**src/hw/rss_pkg.sv**
```systemverilog
// Purpose: constants and types for the rail strobe sequencer
// Assumes: 125 MHz sys_clk, register port is a plain byte-wide strobe port
// Notes:
// Function
// - Each rail has a two-bit power-up step field in rail_up_order.
// - Each rail has a two-bit power-down step field in rail_down_order.
// - Power-up step 1 follows power good rise by 3/6/9/12 ms.
// - Power-up step 1 to step 2 takes 3/6/9/12 ms.
// - Power-up step 2 to step 3 takes 3/6/9/12 ms.
// - Power-up step 3 to step 4 takes 3/6/9/12 ms.
// - Power-down starts on wake falling; step 1 after 3 or 6 ms.
// - Power-down step 1 to step 2 takes 6/12/24/48 ms, unscaled.
// - Power-down step 2 to step 3 takes 6/12/24/48 ms, unscaled.
// - Power-down step 3 to step 4 takes 6/12/24/48 ms, unscaled.
// - Down delays 2 to 4 scale by 1 or 16; delay 1 never.
`default_nettype none
package rss_pkg;
   localparam logic [7:0] RSS_OFS_UP_ORDER   = 8'h09;
   localparam logic [7:0] RSS_OFS_UP_DELAY   = 8'h0A;
   localparam logic [7:0] RSS_OFS_DOWN_ORDER = 8'h0B;
   localparam logic [7:0] RSS_OFS_DOWN_DELAY = 8'h0C;
   localparam logic [7:0] RSS_RST_UP_ORDER   = 8'hE4;
   localparam logic [7:0] RSS_RST_UP_DELAY   = 8'h55;
   localparam logic [7:0] RSS_RST_DOWN_ORDER = 8'h1E;
   localparam logic [7:0] RSS_RST_DOWN_DELAY = 8'hE0;
   // Rail field positions (low bit), same in both order registers
   localparam int RSS_POS_GATE_HIGH  = 6;
   localparam int RSS_POS_SOURCE_POS = 4;
   localparam int RSS_POS_GATE_LOW   = 2;
   localparam int RSS_POS_SOURCE_NEG = 0;
   localparam int RSS_POS_DOWN_FACTOR = 0;
   localparam int RSS_POS_DOWN_DLY1   = 1;
   localparam int RSS_CLK_HZ   = 125000000;
   localparam int RSS_TIME_BASE_MS = 1;
   localparam int RSS_MS_CYCLES = RSS_CLK_HZ / 1000 * RSS_TIME_BASE_MS;
   localparam int RSS_UP_STEP_MS   = 3;
   localparam int RSS_DOWN_STEP_MS = 6;
   localparam int RSS_FACTOR_HI    = 16;
   typedef struct packed {
      logic gate_high_rail;
      logic source_pos_rail;
      logic gate_low_rail;
      logic source_neg_rail;
   } rss_rails_t;
   typedef struct packed {
      logic       wr;
      logic [7:0] addr;
      logic [7:0] wdata;
   } rss_reg_req_t;
endpackage
`default_nettype wire

```
**src/hw/rss_top.sv**
```systemverilog
// Purpose: four-step power-up/power-down rail sequencer with its four registers
// Assumes: inputs synchronous to sys_clk; register reads are combinational on addr
// Notes: a new sequence aborts a running one; the rails track the programmed steps
`default_nettype none
module rss_top #(
   parameter int MS_CYCLES = rss_pkg::RSS_MS_CYCLES
) (
   // Clock and reset
   input  wire logic                  sys_clk,
   input  wire logic                  rst_n,
   // Sequencing inputs
   input  wire logic                  negative_boost_power_good,
   input  wire logic                  wake_pin,
   // Register port
   input  wire rss_pkg::rss_reg_req_t reg_req,
   output logic [7:0]                 reg_rdata,
   // Rail enables, step strobes and busy flag
   output rss_pkg::rss_rails_t        rails,
   output logic [3:0]                 step_strobe,
   output logic                       seq_busy
);
   import rss_pkg::*;

   typedef enum logic [1:0] {RSS_IDLE, RSS_UP, RSS_DOWN} rss_state_t;

   logic [7:0]  up_order_r, up_delay_r, down_order_r, down_delay_r;
   logic        pg_d_r, wake_d_r;
   rss_state_t  state_r;
   logic [1:0]  step_r;
   logic [9:0]  ms_left_r;
   logic [31:0] div_r;
   logic        ms_tick;
   logic        pg_rise, wake_fall;
   logic        down_phase_r;
   logic [4:0]  quiet_cnt_r;

   // Register writes
   always_ff @(posedge sys_clk or negedge rst_n) begin
      if (!rst_n) begin
         up_order_r   <= RSS_RST_UP_ORDER;
         up_delay_r   <= RSS_RST_UP_DELAY;
         down_order_r <= RSS_RST_DOWN_ORDER;
         down_delay_r <= RSS_RST_DOWN_DELAY;
      end else if (reg_req.wr) begin
         if (reg_req.addr == RSS_OFS_UP_ORDER) begin
            up_order_r <= reg_req.wdata;
         end
         if (reg_req.addr == RSS_OFS_UP_DELAY) begin
            up_delay_r <= reg_req.wdata;
         end
         if (reg_req.addr == RSS_OFS_DOWN_ORDER) begin
            down_order_r <= reg_req.wdata;
         end
         if (reg_req.addr == RSS_OFS_DOWN_DELAY) begin
            down_delay_r <= reg_req.wdata;
         end
      end
   end

   always_comb begin
      unique case (reg_req.addr)
         RSS_OFS_UP_ORDER:   reg_rdata = up_order_r;
         RSS_OFS_UP_DELAY:   reg_rdata = up_delay_r;
         RSS_OFS_DOWN_ORDER: reg_rdata = down_order_r;
         RSS_OFS_DOWN_DELAY: reg_rdata = down_delay_r;
         default:            reg_rdata = 8'h00;
      endcase
   end

   // Delay in ms for the wait before step idx (0 = before step 1)
   function automatic logic [9:0] delay_ms(input logic down, input logic [1:0] idx);
      logic [1:0] code;
      logic [9:0] base;
      code = 2'b00;
      base = 10'h000;
      if (!down) begin
         code = up_delay_r[2*idx +: 2];
         base = 10'(RSS_UP_STEP_MS * (int'(code) + 1));
      end else if (idx == 2'd0) begin
         base = down_delay_r[RSS_POS_DOWN_DLY1] ? 10'(2 * RSS_UP_STEP_MS) : 10'(RSS_UP_STEP_MS);
      end else begin
         code = down_delay_r[2*idx +: 2];
         base = 10'(RSS_DOWN_STEP_MS) << code;
         if (down_delay_r[RSS_POS_DOWN_FACTOR]) begin
            base = 10'(int'(base) * RSS_FACTOR_HI);
         end
      end
      return base;
   endfunction

   assign pg_rise   = negative_boost_power_good && !pg_d_r;
   assign wake_fall = !wake_pin && wake_d_r;

   always_ff @(posedge sys_clk or negedge rst_n) begin
      if (!rst_n) begin
         pg_d_r   <= 1'b0;
         wake_d_r <= 1'b0;
      end else begin
         pg_d_r   <= negative_boost_power_good;
         wake_d_r <= wake_pin;
      end
   end

   // Millisecond time base, restarted with every sequence
   always_ff @(posedge sys_clk or negedge rst_n) begin
      if (!rst_n) begin
         div_r <= 32'h0000_0000;
      end else if (pg_rise || wake_fall || state_r == RSS_IDLE || ms_tick) begin
         div_r <= 32'h0000_0000;
      end else begin
         div_r <= div_r + 32'h0000_0001;
      end
   end
   assign ms_tick = (state_r != RSS_IDLE) && (div_r == 32'(MS_CYCLES - 1));

   // Sequencer; wake fall wins over a power good rise in the same cycle; a later rise aborts the power-down
   always_ff @(posedge sys_clk or negedge rst_n) begin
      if (!rst_n) begin
         state_r     <= RSS_IDLE;
         step_r      <= 2'd0;
         ms_left_r   <= 10'h000;
         step_strobe <= 4'h0;
      end else begin
         step_strobe <= 4'h0;
         if (wake_fall) begin
            state_r   <= RSS_DOWN;
            step_r    <= 2'd0;
            ms_left_r <= delay_ms(1'b1, 2'd0);
         end else if (pg_rise) begin
            state_r   <= RSS_UP;
            step_r    <= 2'd0;
            ms_left_r <= delay_ms(1'b0, 2'd0);
         end else if (state_r != RSS_IDLE && ms_tick) begin
            if (ms_left_r == 10'h001) begin
               step_strobe[step_r] <= 1'b1;
               if (step_r == 2'd3) begin
                  state_r <= RSS_IDLE;
               end else begin
                  step_r    <= step_r + 2'd1;
                  ms_left_r <= delay_ms(state_r == RSS_DOWN, step_r + 2'd1);
               end
            end else begin
               ms_left_r <= ms_left_r - 10'h001;
            end
         end
      end
   end
   assign seq_busy = (state_r != RSS_IDLE);

   // Rail enables, all rails of one step switch in the same cycle
   always_ff @(posedge sys_clk or negedge rst_n) begin
      if (!rst_n) begin
         rails <= '0;
      end else begin
         for (int i = 0; i < 4; i++) begin
            if (step_strobe[i]) begin
               if (up_order_r[RSS_POS_GATE_HIGH +: 2] == 2'(i) && !down_phase_r) rails.gate_high_rail <= 1'b1;
               if (up_order_r[RSS_POS_SOURCE_POS +: 2] == 2'(i) && !down_phase_r) rails.source_pos_rail <= 1'b1;
               if (up_order_r[RSS_POS_GATE_LOW +: 2] == 2'(i) && !down_phase_r) rails.gate_low_rail <= 1'b1;
               if (up_order_r[RSS_POS_SOURCE_NEG +: 2] == 2'(i) && !down_phase_r) rails.source_neg_rail <= 1'b1;
               if (down_order_r[RSS_POS_GATE_HIGH +: 2] == 2'(i) && down_phase_r) rails.gate_high_rail <= 1'b0;
               if (down_order_r[RSS_POS_SOURCE_POS +: 2] == 2'(i) && down_phase_r) rails.source_pos_rail <= 1'b0;
               if (down_order_r[RSS_POS_GATE_LOW +: 2] == 2'(i) && down_phase_r) rails.gate_low_rail <= 1'b0;
               if (down_order_r[RSS_POS_SOURCE_NEG +: 2] == 2'(i) && down_phase_r) rails.source_neg_rail <= 1'b0;
            end
         end
      end
   end

   // Direction of the strobes just issued; held after the last step ends the sequence
   always_ff @(posedge sys_clk or negedge rst_n) begin
      if (!rst_n) begin
         down_phase_r <= 1'b0;
      end else if (wake_fall) begin
         down_phase_r <= 1'b1;
      end else if (pg_rise) begin
         down_phase_r <= 1'b0;
      end
   end

   // Strobe-free cycles, saturating; a long quiet stretch is checked here, not by a long repetition
   always_ff @(posedge sys_clk or negedge rst_n) begin
      if (!rst_n) begin
         quiet_cnt_r <= 5'h00;
      end else if (step_strobe != 4'h0) begin
         quiet_cnt_r <= 5'h00;
      end else if (quiet_cnt_r != 5'h1F) begin
         quiet_cnt_r <= quiet_cnt_r + 5'h01;
      end
   end
endmodule
`default_nettype wire

```
**config.mk**
```make
export PLATFORM = sky130hd
export DESIGN_NAME = rss_top
export DESIGN_NICKNAME = d
export VERILOG_FILES = /design/src/hw/rss_pkg.sv /design/src/hw/rss_top.sv
export SDC_FILE = /design/constraint.sdc
export NUM_CORES = 1
export LEC_CHECK = 0
export BUFFER_PORTS_ARGS = -buffer_cell sky130_fd_sc_hd__buf_4
export CELL_PAD_IN_SITES_DETAIL_PLACEMENT = 1
export CELL_PAD_IN_SITES_GLOBAL_PLACEMENT = 2
export CORE_AREA = 2 2 116 118
export CTS_BUF_LIST = sky130_fd_sc_hd__clkbuf_4 sky130_fd_sc_hd__clkbuf_8
export CTS_CLUSTER_DIAMETER = 100
export DETAILED_ROUTE_END_ITERATION = 6
export DIE_AREA = 0 0 118 120
export PLACE_DENSITY_LB_ADDON = 0.1
export SLEW_MARGIN = 20
export SYNTH_ARGS = -nofsm -noshare
export SYNTH_HDL_FRONTEND = slang
export SYNTH_SLANG_ARGS = --single-unit
```
**constraint.sdc**
```tcl
create_clock -name sys_clk -period 5.7 [get_ports sys_clk]
set_clock_uncertainty 0.2 [all_clocks]
set_input_delay 1.14 -clock sys_clk [delete_from_list [all_inputs] [get_ports sys_clk]]
set_output_delay 1.14 -clock sys_clk [all_outputs]
set_load 0.05 [all_outputs]
```
==> impl_metrics.ini <==
[floorplanning]
start_util_pct = 38.66
die-width_um = 118
dieArea_um2 = 14160
fp.dieH_um = 120
io_pins = 38
core-area_um2 = 12980
fp-row-count = 42

[finish]
fin_area_um2 = 5650
area_growth_pct = 12.59
fin_nets = 533
n_antenna_cell = 0
drive_above_1_share_pct = 25.84

[pwr]
power_leakage_nw = 2.409
power_density_nw_per_um2 = 233.2
ir_worst_vdd_mv = 0.08619

[routing]
route.detailed.drc = 0
num_vias = 3712
ant_nets = 0
first_iter_violations = 198
drt-pass1-iter-count = 4
vias_per_cell = 5.467
wl_per_cell_um = 18.61
wl_um = 12630

[yosys]
ys_warn_count = 0
synth_edf_count = 0
ys_ff_latch = 89
async_reset_ff_share_pct = 100.0
syn_area_um2 = 5019
synth_cells = 462
synth_flop_cell = dfrtp_1
syn_avg_cell_area_um2 = 10.86
ys_seq_area_share_pct = 44.75
synth_nets = 497
ys_types = 59

[clock_network]
cts_tree = yes
htreeDepth = 3
root_buffer = clkbuf_8
cts_buffers = 9
postCtsSetupRepairBufs = 0
ctsHoldBuffers = 0
cts_buffer_depth = 2
cts_sinks = 89
cts_resized = 0
path_clk_slew_ns = 0.09
insertion_delay_ns = 0.39

[grt]
grt_max_degree = 51
gr-total-overflow = 0
antenna_found_initial = 0
grt_pass1_wl_um = 21140
first_global_vias = 4020
grtUsageTotal_pct = 19.05

[place]
dp_hpwl_um = 9255
globalplace.congestion = 0.8030
port_buffers = 37
place_area_um2 = 5459

[sta]
drv_slew = 0
fin_tns_setup_ns = 0
tightestPinTransition_ns = 0.8650
fin_crit_ns = 4.231
hold_viol_final = 0
setup_violations = 0
slew_headroom_pct = 41.89
rsz0062_at_grt = no
fin_crit_sh_pct = 74.23
fmax_mhz = 236.3

[setup_path]
cp-startpoint = reg_req[13]
r2r-start = step_r[0]$_DFFE_PN0P_
required_ns = 4.36
reg2reg_setup_slack_ns = 2.64
critPathMaxFanout = 9
crit_path_end_kind = primary output
rr_worst_depth = 10
critPathArrivalTime_ns = 2.89
crit_type = in2out
start_kind = primary input
r2r-end = ms_left_r[1]$_DFFE_PN0P_

[run_status]
outcome = completed

[job]
drv_cap = 0

[hold_path]
holdPathStages = 1
min_from = div_r[0]$_DFF_PN0_
hold_end = div_r[0]$_DFF_PN0_
hold_path_class = reg2reg
[worst max path at each step]
| stage | end | slack (ns) | cells past startpoint |
|---|---|---|---|
| final | reg_rdata[1] | 1.47 | 7 |
| after global routing | reg_rdata[1] | 1.28 | 7 |
| after CTS | reg_rdata[1] | 1.45 | 7 |
| after detailed placement | reg_rdata[1] | 1.46 | 7 |
| after global placement | reg_rdata[1] | 1.54 | 7 |
| after floorplan | reg_rdata[1] | 1.77 | 5 |
[sequential cells by signal, summed over array words and instances, names as in the netlist]
register and count:
div_r 32, down_delay_r 8, down_order_r 8, down_phase_r 1
ms_left_r 10, pg_d_r 1, rails 4, state_r 2
step_r 2, step_strobe 4, up_delay_r 8, up_order_r 8
wake_d_r 1
[per-layer routing]
metal	wire length [µm]	up-vias	track usage, %
met1	5707	1884	24.04
met5	0	-	0
met2	6228	57	32.63
met3	395	19	2.947
met4	302	0	7.982
li1	-	1752	-
[cell usage in the layout (no fill, tap or decap), types with 9 or more instances in the layout]
cell type  synthesis  layout
inv_1             21      21
ha_1              14      14
mux2_2            34      34
xor2_1            14      14
nor2_1            49      49
a21oi_1            9       9
nor4_1            10       9
dfstp_2           15      15
buf_4              1      39
nor3_1            14      14
clkbuf_8           0       9
and2_1            10      10
dfrtp_1           74      74
nand4_1           10      10
nand3_1           12      12
mux4_2            12      12
and3_1             9       9
xnor2_1           21      21
nand2_1           38      38
[cell type report]
| cell class | instances | area (µm²) |
|---|---|---|
| sequential | 89 | 2246 |
| clock inverter | 7 | 61.31 |
| tap | 176 | 220.2 |
| multi-input combinational | 338 | 2628 |
| inverter | 21 | 78.83 |
| clock buffer | 9 | 123.9 |
| fill | 1472 | 7330 |
| timing repair buffer | 39 | 292.8 |
[cell usage after synthesis (10+ instances only)]
cell type / instances / area (µm²)
dfrtp_1: 74 / 1852
nor2_1: 49 / 183.9
nand2_1: 38 / 142.6
mux2_2: 34 / 382.9
inv_1: 21 / 78.83
xnor2_1: 21 / 183.9
dfstp_2: 15 / 394.1
ha_1: 14 / 175.2
nor3_1: 14 / 70.07
xor2_1: 14 / 122.6
mux4_2: 12 / 270.3
nand3_1: 12 / 60.06
and2_1: 10 / 62.56
nand4_1: 10 / 62.56
nor4_1: 10 / 62.56
[report_power, final]
group | internal (W) | switching, W
clock network | 0.000168 | 0.000265
registers | 0.000662 | 0.0000367
logic | 0.0000770 | 0.000110
total | 0.000907 | 0.000411
[per-stage QoR]
stage	power (W)	std cells	setup slack (ns)	utilization, %	hold slack (ns)
floorplan	0.0008233	462	1.766	-	0.2402
global placement	0.0008918	663	1.538	42.06	0.2703
detailed placement	0.0008977	663	1.461	42.06	0.2803
CTS	0.001335	679	1.453	43.48	0.2935
global route	0.001389	679	1.276	43.53	0.3424
finish	0.001318	679	1.469	43.53	0.2910
[cell families after synthesis]
kind of cell,after synthesis,synth area share (%)
and+or+nand+nor,191,21.07
DFF,89,44.75
muxes,50,13.84
AOI/OAI and AO/OA,48,7.729
xor gates and xnor gates,35,6.108
buffers and inverters,35,3.017
adders and majority gates,14,3.490
[critical path, stage by stage]
cell and delay (ns):
buf_4 0.11, nor4_1 0.27, nand2_1 0.24, nor4b_4 0.63, a222oi_1 0.18, nand2_1 0.12
buf_4 0.20
Power figures use the tool's default switching activity.
